===== config.mk =====
export PLATFORM = sky130hd
export DESIGN_NAME = dram_power_down_control
export DESIGN_NICKNAME = d
export VERILOG_FILES = /design/src/pd_pkg.sv /design/src/dram_power_down_control.sv
export SDC_FILE = /design/constraint.sdc
export NUM_CORES = 1
export LEC_CHECK = 0
export ABC_AREA = 1
export BUFFER_PORTS_ARGS = -buffer_cell sky130_fd_sc_hd__buf_2
export CORE_ASPECT_RATIO = 1.2
export CORE_MARGIN = 2
export CORE_UTILIZATION = 40
export CTS_BUF_LIST = sky130_fd_sc_hd__clkbuf_4 sky130_fd_sc_hd__clkbuf_8
export DETAILED_ROUTE_END_ITERATION = 10
export GPL_TIMING_DRIVEN = 0
export HOLD_SLACK_MARGIN = 0.05
export PLACE_DENSITY = 0.78
export SETUP_SLACK_MARGIN = 0.5
export SLEW_MARGIN = 5
export SYNTH_ARGS = -nofsm -noshare
export SYNTH_HDL_FRONTEND = slang
export SYNTH_SLANG_ARGS = --single-unit
export TNS_END_PERCENT = 5

===== constraint.sdc =====
create_clock -name clk_sys -period 1.7 [get_ports clk_sys]
set_input_delay 0.34 -clock clk_sys [delete_from_list [all_inputs] [get_ports clk_sys]]
set_output_delay 0.34 -clock clk_sys [all_outputs]
set_load 0.01 [all_outputs]

===== src/pd_pkg.sv =====
// constants for the power-down control block
package pd_pkg;
	// apb register byte offsets
	localparam logic [7:0] OFF_MODE   = 8'h00;
	localparam logic [7:0] OFF_STATUS = 8'h04;
	localparam logic [7:0] OFF_TIMING = 8'h08;
	// mode register field positions
	localparam int MODE_ASR_BIT  = 6;
	localparam int MODE_SRT_BIT  = 7;
	localparam int MODE_FAST_BIT = 12;
	localparam logic [31:0] MODE_RESET = 32'h0000_0000;
	// status field positions
	localparam int ST_STATE_LSB  = 0;
	localparam int ST_DLL_BIT    = 2;
	localparam int ST_ODTA_BIT   = 3;
	localparam int ST_BUFOFF_BIT = 4;
	localparam int ST_SRILL_BIT  = 5;
	// timing
	localparam int CLK_PERIOD_PS = 4000;
	localparam int XPDLL_MIN_CK  = 10;
	localparam int XPDLL_NS      = 24;
	localparam int XPDLL_NS_CK   = (XPDLL_NS * 1000 + CLK_PERIOD_PS - 1) / CLK_PERIOD_PS;
	localparam int XPDLL_CK      = (XPDLL_NS_CK > XPDLL_MIN_CK) ? XPDLL_NS_CK : XPDLL_MIN_CK;
	localparam logic [7:0] ANPD_RESET = 8'h04;
	// power-down states
	typedef enum logic [1:0] {
		PD_NONE      = 2'b00,
		PD_ACTIVE    = 2'b01,
		PD_PRE_FAST  = 2'b10,
		PD_PRE_SLOW  = 2'b11
	} pd_state_t;
	// command encodings {cs_n, ras_n, cas_n, we_n}
	localparam logic [3:0] CMD_NOP = 4'h7;
endpackage


===== src/dram_power_down_control.sv =====
// power-down entry/exit control inside the dram device
// Functional notes
// - auto self refresh set: device handles rate itself; extended bit must be zero.
// - power-down entered when clock enable sampled low with nop or deselect.
// - in power-down all buffers off except clock, odt, clock enable, reset.
// - any bank open gives active power-down, else precharge power-down.
// - precharge power-down: dll off for slow exit, on for fast exit.
// - active power-down keeps dll on, exit always fast.
// - slow exit: odt asynchronous from before entry until delay after exit.
// - reset low during power-down forces exit into reset state.
// - exit when clock enable sampled high with nop or deselect.
module dram_power_down_control #(
	parameter int BANKS = 8
) (
	// clock and reset
	input  wire logic             clk_sys,
	input  wire logic             rst,
	// dram pins (asynchronous to this clock, synchronised)
	input  wire logic             cke_pin,
	input  wire logic             reset_n_pin,
	input  wire logic [3:0]       cmd_pin,
	// core state
	input  wire logic [BANKS-1:0] bank_open,
	input  wire logic             ops_busy,
	input  wire logic             dll_locked,
	// power-down outputs
	output logic                  buffers_off,
	output logic                  dll_enable,
	output logic                  odt_async,
	output logic                  in_power_down,
	output logic                  self_refresh_auto,
	// apb slave
	input  wire logic             psel,
	input  wire logic             penable,
	input  wire logic             pwrite,
	input  wire logic [7:0]       paddr,
	input  wire logic [31:0]      pwdata,
	output logic [31:0]           prdata,
	output logic                  pready,
	output logic                  pslverr
);
	logic [1:0] cke_sync_reg;
	logic [1:0] rstn_sync_reg;
	logic [3:0] cmd_s1_reg;
	logic [3:0] cmd_s2_reg;
	logic [31:0] mode_reg;
	logic [7:0]  anpd_reg;
	logic [7:0]  odt_cnt_reg;
	logic        pending_reg;
	logic        unlocked_entry_reg;
	pd_pkg::pd_state_t state_reg;
	logic        cke;
	logic        rstn;
	logic        nop_cmd;
	logic        auto_self_refresh_enable;
	logic        extended_temp_self_refresh;
	logic        fast;
	logic        illegal_sr;

	// deselect (cs high) or nop
	function automatic logic is_quiet(input logic [3:0] c);
		return c[3] || (c == pd_pkg::CMD_NOP);
	endfunction

	// two-stage synchronisers; first stage read only by the second
	always_ff @(posedge clk_sys) begin
		if (rst) begin
			cke_sync_reg <= 2'b11;
		end else begin
			cke_sync_reg <= {cke_sync_reg[0], cke_pin};
		end
	end

	// held in reset until a high sampled on the pin has passed through both stages
	always_ff @(posedge clk_sys) begin
		if (rst) begin
			rstn_sync_reg <= 2'b00;
		end else begin
			rstn_sync_reg <= {rstn_sync_reg[0], reset_n_pin};
		end
	end

	// command bits take the same two stages so they stay aligned with clock enable
	always_ff @(posedge clk_sys) begin
		if (rst) begin
			cmd_s1_reg <= pd_pkg::CMD_NOP;
			cmd_s2_reg <= pd_pkg::CMD_NOP;
		end else begin
			cmd_s1_reg <= cmd_pin;
			cmd_s2_reg <= cmd_s1_reg;
		end
	end
	assign cke  = cke_sync_reg[1];
	assign rstn = rstn_sync_reg[1];
	assign nop_cmd = is_quiet(cmd_s2_reg);

	assign auto_self_refresh_enable  = mode_reg[pd_pkg::MODE_ASR_BIT];
	assign extended_temp_self_refresh  = mode_reg[pd_pkg::MODE_SRT_BIT];
	assign fast = mode_reg[pd_pkg::MODE_FAST_BIT];
	assign illegal_sr = auto_self_refresh_enable && extended_temp_self_refresh;
	// auto refresh rate only honoured when the extended bit is clear
	assign self_refresh_auto = auto_self_refresh_enable && !extended_temp_self_refresh;

	// entry requested while operations run; state decided once they finish
	always_ff @(posedge clk_sys) begin
		if (rst || !rstn) begin
			state_reg          <= pd_pkg::PD_NONE;
			pending_reg        <= 1'b0;
			unlocked_entry_reg <= 1'b0;
		end else if (state_reg == pd_pkg::PD_NONE && !pending_reg) begin
			if (!cke && nop_cmd) begin
				pending_reg        <= 1'b1;
				unlocked_entry_reg <= !dll_locked;
			end
		end else if (pending_reg) begin
			if (cke && nop_cmd) begin
				pending_reg <= 1'b0;
			end else if (!ops_busy) begin
				pending_reg <= 1'b0;
				if (|bank_open) begin
					state_reg <= pd_pkg::PD_ACTIVE;
				end else if (fast) begin
					state_reg <= pd_pkg::PD_PRE_FAST;
				end else begin
					state_reg <= pd_pkg::PD_PRE_SLOW;
				end
			end
		end else if (cke && nop_cmd) begin
			state_reg <= pd_pkg::PD_NONE;
		end
	end

	// odt stays asynchronous for anpd plus dll exit delay after a slow exit
	always_ff @(posedge clk_sys) begin
		if (rst || !rstn) begin
			odt_cnt_reg <= 8'h00;
		end else if (state_reg == pd_pkg::PD_PRE_SLOW) begin
			odt_cnt_reg <= anpd_reg + 8'(pd_pkg::XPDLL_CK);
		end else if (odt_cnt_reg != 8'h00) begin
			odt_cnt_reg <= odt_cnt_reg - 8'h01;
		end
	end

	// outputs registered off the state
	always_ff @(posedge clk_sys) begin
		if (rst) begin
			buffers_off <= 1'b0;
		end else begin
			buffers_off <= (state_reg != pd_pkg::PD_NONE);
		end
	end

	always_ff @(posedge clk_sys) begin
		if (rst) begin
			dll_enable <= 1'b1;
		end else begin
			dll_enable <= (state_reg != pd_pkg::PD_PRE_SLOW);
		end
	end

	// slow-exit entry is predicted at request so odt leads the power-down state
	always_ff @(posedge clk_sys) begin
		if (rst) begin
			odt_async <= 1'b0;
		end else begin
			odt_async <= (state_reg == pd_pkg::PD_PRE_SLOW) || (odt_cnt_reg != 8'h00)
				|| (pending_reg && !fast && !(|bank_open));
		end
	end

	always_ff @(posedge clk_sys) begin
		if (rst) begin
			in_power_down <= 1'b0;
		end else begin
			in_power_down <= (state_reg != pd_pkg::PD_NONE);
		end
	end

	// apb registers: zero wait state, unmapped addresses raise pslverr
	logic acc;
	logic wr;
	assign acc = psel && penable;
	assign wr  = acc && pwrite;
	assign pready = 1'b1;

	always_ff @(posedge clk_sys) begin
		if (rst) begin
			mode_reg <= pd_pkg::MODE_RESET;
			anpd_reg <= pd_pkg::ANPD_RESET;
		end else if (wr && paddr == pd_pkg::OFF_MODE) begin
			mode_reg <= pwdata;
		end else if (wr && paddr == pd_pkg::OFF_TIMING) begin
			anpd_reg <= pwdata[7:0];
		end
	end

	always_comb begin
		prdata  = 32'h0000_0000;
		pslverr = 1'b0;
		if (paddr == pd_pkg::OFF_MODE) begin
			prdata = mode_reg;
		end else if (paddr == pd_pkg::OFF_STATUS) begin
			prdata[pd_pkg::ST_STATE_LSB +: 2] = state_reg;
			prdata[pd_pkg::ST_DLL_BIT]        = dll_enable;
			prdata[pd_pkg::ST_ODTA_BIT]       = odt_async;
			prdata[pd_pkg::ST_BUFOFF_BIT]     = buffers_off;
			prdata[pd_pkg::ST_SRILL_BIT]      = illegal_sr;
			prdata[6]                         = unlocked_entry_reg;
		end else if (paddr == pd_pkg::OFF_TIMING) begin
			prdata[7:0] = anpd_reg;
		end else begin
			pslverr = acc;
		end
	end
endmodule


==> metrics, run 1 <==
run status complete, no violations; worst reg2reg path endpoint odt_cnt_reg[7]; dominant combinational cell family by area after synthesis simple AND/OR/NAND/NOR gates; Synth Area in Simple Gates 25.57%; headroom to the max-slew limit 58.43%; Hold WC Path Type in2reg; area inside the core boundary 7274 µm²; syn_nets 498; post-cts hold buffer count 0; Yosys reg bits 67; mux cell area share after synthesis 0%; most frequent cells in the layout buf_2, dfxtp_1, nor2_1; clk sink count 67; depth of the worst register-to-register path 9; hold path endpoint cmd_s1_reg[2]; Final Max Slew Viols 0; highest fanout seen on the critical path 4; # Max-Cap Violations 0; slew at the pin closest to its max-slew limit 0.6235 ns; sequential area share after synthesis 44.57%; setup slack on the worst flop-to-flop path 0.18 ns; first-pass iteration count of the detailed router 4; RSZ-0062 raised after global routing true; synth unique cells 25; CP Data Arrival Time 1.35 ns; final RePlAce weighted congestion 0.8371; critical path launch point type input pin; final number of hold-violating endpoints 0; TritonCTS clock tree yes; first-pass GRT wire length 13.45 mm; average cell area after synthesis 6.933 µm²; effective utilization at floorplan 41.37%; Tcrit/Tclk final 99.64%; Ant. Diodes 0; global route total overflow 0; worst setup path category in2out; final worst slack 0.006141 ns; clock slew seen by the registers of the worst setup and hold paths 0.07 ns; Power Dens Cells 701.6 nW/µm²; compound-gate portion of the synthesized area 15.59%; cell at the root of the clock tree clkbuf_8; via total after detailed routing 3,174; buffering stage count on the worst path with inverters included 4; ratio of routed vias to standard cells 4.913; LEAKAGE 1.989 nW; maximum clock insertion buffer count 2; post-synthesis share of cell area spent on full adders, half adders and majority gates 1.247%; combined area of all synthesized cells 3009 µm²; count of endpoints failing setup in the final report 0; VDD IR-drop max 0.6581 mV; Post-DRT Antenna Nets 0; Syn Inst Count 434; worst-skew pair later-pin latency 0.35 ns; vertical extent of the die 99.01 µm; pin count of the biggest net entering global routing 13; CP peak stage delay 0.18 ns; WL/cell 13.66 µm; number of port buffers 98; relative area change from synthesis to final layout 54.55%; parity-gate share of the synthesized area counting xor and xnor cells 1.164%; warning count from the yosys run 0; Die X-Extent 83.18 µm; cell chain of the critical path buf_8, nor2_4, nand3_2, nor2_4, buf_6, buf_6, nand2_2, o211ai_1, buf_2; CTS buffer count 9; Data required, critical path 1.36 ns; Fmax achieved 590.4 MHz; fraction of final layout cells sized beyond drive strength 1 45.14%; IO Pins 100; Worst R2R Start odt_cnt_reg[0]; post-placement cell area 3834 µm²; overall track demand over capacity in global routing 20.06%; via count of the first global-routing pass 3,001; Std-Cell Rows 34; Post-Place Worst Slack -0.06619 ns; initial detailed-routing violation count 146; max reg flops 32; die outline area 8235 µm²; crit path time final 1.694 ns; H-tree levels 3; most common library cell in the layout ignoring fill and taps buf_2; # nets final 615; total non-filler cell area in the finished layout 4651 µm²; initial antenna violation count 0; final routed DRC violation total 0; cell family with the largest share of critical-path delay buffers and inverters; type of destination of the critical path output port; skew final 0.006070 ns; overall routed net length 8.824 mm; Post-DP HPWL 5.913 mm; WHS Path Cells 2; critical-path cell with the highest stage delay buf_2; startpoint of the lowest-slack hold path cmd_pin[2]
## synthesized netlist by cell type
cell type   n  share of area [%]
o211ai_1    5                1.2
nand2_2     2               0.42
nor3_1      6                1.0
nor2_2      1               0.21
clkbuf_1    8                1.0
buf_2       3               0.50
nand4_1     3               0.62
ha_1        3                1.2
o21ai_1     4               0.67
nor2_4      1               0.37
or2_1       1               0.21
buf_4       3               0.75
nand2_1    53                6.6
inv_1      62                7.7
nor2_1     89                 11
nand3_1    19                3.2
o21ai_0    46                7.7
or2_2       9                1.9
inv_2       5               0.62
conb_1      1               0.12
a31oi_1     1               0.21
dfxtp_1    67                 45
a21oi_1    35                5.8
buf_6       3                1.1
xor2_1      4                1.2
## how the worst max path moves through the flow
stage | start | endpoint | slack, ns | cells past startpoint
2_1_floorplan | paddr[7] | prdata[11] | 0.27 | 7
3_3_place_gp | paddr[7] | prdata[6] | -0.05 | 9
3_5_place_dp | paddr[7] | prdata[3] | -0.07 | 9
4_1_cts | paddr[6] | prdata[1] | 0.04 | 9
5_1_grt | paddr[3] | prdata[31] | -0.03 | 9
6_report | paddr[3] | prdata[1] | 0.006 | 9
## cell families (layout without fill, tap and decap cells)
family	after synthesis	count (layout)
and+or+nand+nor	184	184
AOI/OAI and AO/OA	91	91
buffers and inverters	84	206
DFF	67	67
xor gates and xnor gates	4	4
adders and majority gates	3	3
other	1	1
## routing by layer
metal / vias to the layer above / share of wire [%] / track usage, %
met4: 0 / 0.96 / 7.188
met3: 9 / 6.4 / 6.114
met5: - / 0 / 0
met1: 1469 / 41 / 23.88
li1: 1602 / - / -
met2: 94 / 52 / 34.24
## cell type report
type,instances,area (µm²)
Multi-Input combinational cell,283,1748
Clock inverter,6,88.84
Sequential cell,67,1351
Fill cell,584,2624
Timing Repair Buffer,106,763.2
Buffer,17,183.9
Inverter,67,271.5
Clock buffer,10,131.4
Tap cell,90,112.6
## report_power, final
group / switching, mW / internal, mW / leakage [nW] / total, mW
logic: 0.108 / 0.0989 / 1.34 / 0.207
registers: 0.00378 / 1.58 / 0.545 / 1.58
clock network: 0.627 / 0.844 / 0.106 / 1.47
## metrics by stage
stage / util [%] / std cells / TNS [ns] / power, mW / hold WS (ns)
5_1_grt: 63.93 / 646 / -0.1751 / 3.384 / 0.1621
4_1_cts: 57.79 / 644 / 0 / 3.245 / 0.1556
2_1_floorplan: - / 434 / 0 / 1.695 / 0.3883
3_5_place_dp: 52.70 / 622 / -0.6978 / 1.786 / 0.3965
3_3_place_gp: 52.70 / 622 / -0.1557 / 1.781 / 0.3906
6_report: 63.93 / 646 / 0 / 3.263 / 0.1699
## worst register-to-register path, cell delays in order, from the launching register on
cell and delay, ns:
dfxtp_2 0.34, inv_4 0.07, ha_4 0.13, inv_4 0.03, nor2_4 0.10, nand4_1 0.24, o21ai_4 0.30, inv_2 0.08
o21ai_2 0.06, nor2_1 0.05
## timing repair
| action | 4_1_cts | 5_1_grt |
|---|---|---|
| cloned | 2 | 0 |
| setup endpoints to repair | 47 | 89 |
| pin swaps | 6 | 43 |
| resized for setup | 22 | 161 |
| setup buffers | 4 | 2 |
Power figures use the tool's default switching activity.
==> run 2: changes to the inputs <==
--- a/config.mk
+++ b/config.mk
@@ -15,6 +15,7 @@
 export GPL_TIMING_DRIVEN = 0
 export HOLD_SLACK_MARGIN = 0.05
 export PLACE_DENSITY = 0.78
+export RECOVER_POWER = 100
 export SETUP_SLACK_MARGIN = 0.5
 export SLEW_MARGIN = 5
 export SYNTH_ARGS = -nofsm -noshare
==> metrics, run 2 (synthesis results as in run 1) <==
run status complete, no violations; cell at the root of the clock tree clkbuf_8; startpoint of the lowest-slack hold path cmd_pin[2]; skew final 0.006308 ns; Ant. Diodes 0; Data required, critical path 1.36 ns; global route total overflow 0; Die X-Extent 83.18 µm; pin count of the biggest net entering global routing 13; most frequent cells in the layout buf_2, dfxtp_1, nor2_1; headroom to the max-slew limit 57.68%; initial detailed-routing violation count 172; fraction of final layout cells sized beyond drive strength 1 44.42%; RSZ-0062 raised after global routing true; ratio of routed vias to standard cells 4.930; CP Data Arrival Time 1.36 ns; IO Pins 100; first-pass iteration count of the detailed router 4; total power 3.262 mW; Tcrit/Tclk final 99.82%; WHS Path Cells 2; hold path endpoint cmd_s1_reg[2]; overall track demand over capacity in global routing 20.06%; final number of hold-violating endpoints 0; maximum clock insertion buffer count 2; Post-DP HPWL 5.913 mm; type of destination of the critical path output port; Placed Cells incl. Taps 622; worst-skew pair later-pin latency 0.35 ns; final routed DRC violation total 0; cell chain of the critical path buf_8, nor2_4, nand3_2, nor2_4, buf_6, buf_6, nand2_2, o211ai_1, buf_2; depth of the worst register-to-register path 9; WL/cell 13.68 µm; critical-path cell with the highest stage delay buf_2; slew at the pin closest to its max-slew limit 0.6325 ns; non-filler instance count after layout 646; initial antenna violation count 0; relative area change from synthesis to final layout 54.22%; area inside the core boundary 7274 µm²; critical path launch point type input pin; clk sink count 67; count of endpoints failing setup in the final report 0; max reg flops 32; Final Max Slew Viols 0; Worst R2R Start odt_cnt_reg[0]; filler cell count 584; crit path time final 1.697 ns; first-pass GRT wire length 13.45 mm; Min Hold Slack 0.1693 ns; clock slew seen by the registers of the worst setup and hold paths 0.07 ns; VDD IR-drop max 0.6577 mV; TritonCTS clock tree yes; post-placement cell area 3834 µm²; worst reg2reg path endpoint odt_cnt_reg[7]; H-tree levels 3; CP peak stage delay 0.19 ns; Std-Cell Rows 34; highest fanout seen on the critical path 4; worst setup path category in2out; total non-filler cell area in the finished layout 4641 µm²; setup slack on the worst flop-to-flop path 0.18 ns; final RePlAce weighted congestion 0.8371; number of port buffers 98; CTS buffer count 9; effective utilization at floorplan 41.37%; via count of the first global-routing pass 3,001; # nets final 615; via total after detailed routing 3,185; Fmax achieved 589.3 MHz; # Max-Cap Violations 0; vertical extent of the die 99.01 µm; Post-DRT Antenna Nets 0; Hold WC Path Type in2reg; most common library cell in the layout ignoring fill and taps buf_2; LEAKAGE 1.988 nW; Power Dens Cells 702.9 nW/µm²; die outline area 8235 µm²; overall routed net length 8.839 mm
==> run 2: cell count changes in the layout (fill, tap and decap cells not counted) <==
| cell | change |
|---|---|
| dfxtp_2 | -1 |
| dfxtp_1 | +1 |
| nor2_4 | -1 |
| clkbuf_1 | +1 |
| inv_2 | -1 |
| buf_2 | -1 |
| inv_1 | +1 |
| nor2_1 | +1 |
==> run 2: critical path, delay by kind of cell <==
| family | cells | cell delay [ns] |
|---|---|---|
| simple gates | 4 | 0.36 |
| buf+inv | 4 | 0.54 |
| compound gates | 1 | 0.12 |
==> run 2: per-stage QoR <==
step	TNS, ns	worst slack, ns	utilization, %
after floorplan	0	0.2729	-
after global placement	-0.1557	-0.04743	52.70
after detailed placement	-0.6978	-0.06619	52.70
after CTS	0	0.03798	57.79
after global routing	-0.1744	-0.03130	63.79
final	0	0.002997	63.79
==> run 2: layout make-up <==
class | count | area [µm²] | area share, %
inverter | 67 | 271.5 | 5.851
timing repair buffer | 106 | 762.0 | 16.42
tap | 90 | 112.6 | 2.427
clock inverter | 6 | 88.84 | 1.914
multi-input combinational | 283 | 1740 | 37.50
clock buffer | 10 | 131.4 | 2.831
buffer | 17 | 183.9 | 3.963
sequential | 67 | 1350 | 29.09
==> run 2: power by group <==
| part | leakage [nW] | switching (mW) | internal [mW] | total, mW |
|---|---|---|---|---|
| sequential | 0.544 | 0.00378 | 1.58 | 1.58 |
| clock | 0.106 | 0.627 | 0.844 | 1.47 |
| combinational | 1.34 | 0.108 | 0.0985 | 0.207 |
==> run 2: per-layer routing <==
layer,up-vias,GRT usage [%],wire [µm]
li1,1603,-,-
met1,1462,23.88,3614
met2,109,34.24,4559
met3,11,6.114,567
met4,0,7.188,98
met5,-,0,0
==> run 2: worst max-delay path by stage <==
stage                   from    endpoint  slack (ns)  depth (start not counted)
finish              paddr[3]   prdata[1]       0.003                          9
global route        paddr[3]  prdata[31]       -0.03                          9
CTS                 paddr[6]   prdata[1]        0.04                          9
detailed placement  paddr[7]   prdata[3]       -0.07                          9
global placement    paddr[7]   prdata[6]       -0.05                          9
floorplan           paddr[7]  prdata[11]        0.27                          7
==> run 2: timing repair <==
action                     in CTS  in global routing
hold buffers                    0                  0
pin swaps                       6                 43
setup buffers                   4                  2
gates resized for setup        22                161
setup endpoints to repair      47                 89
cloned                          2                  0
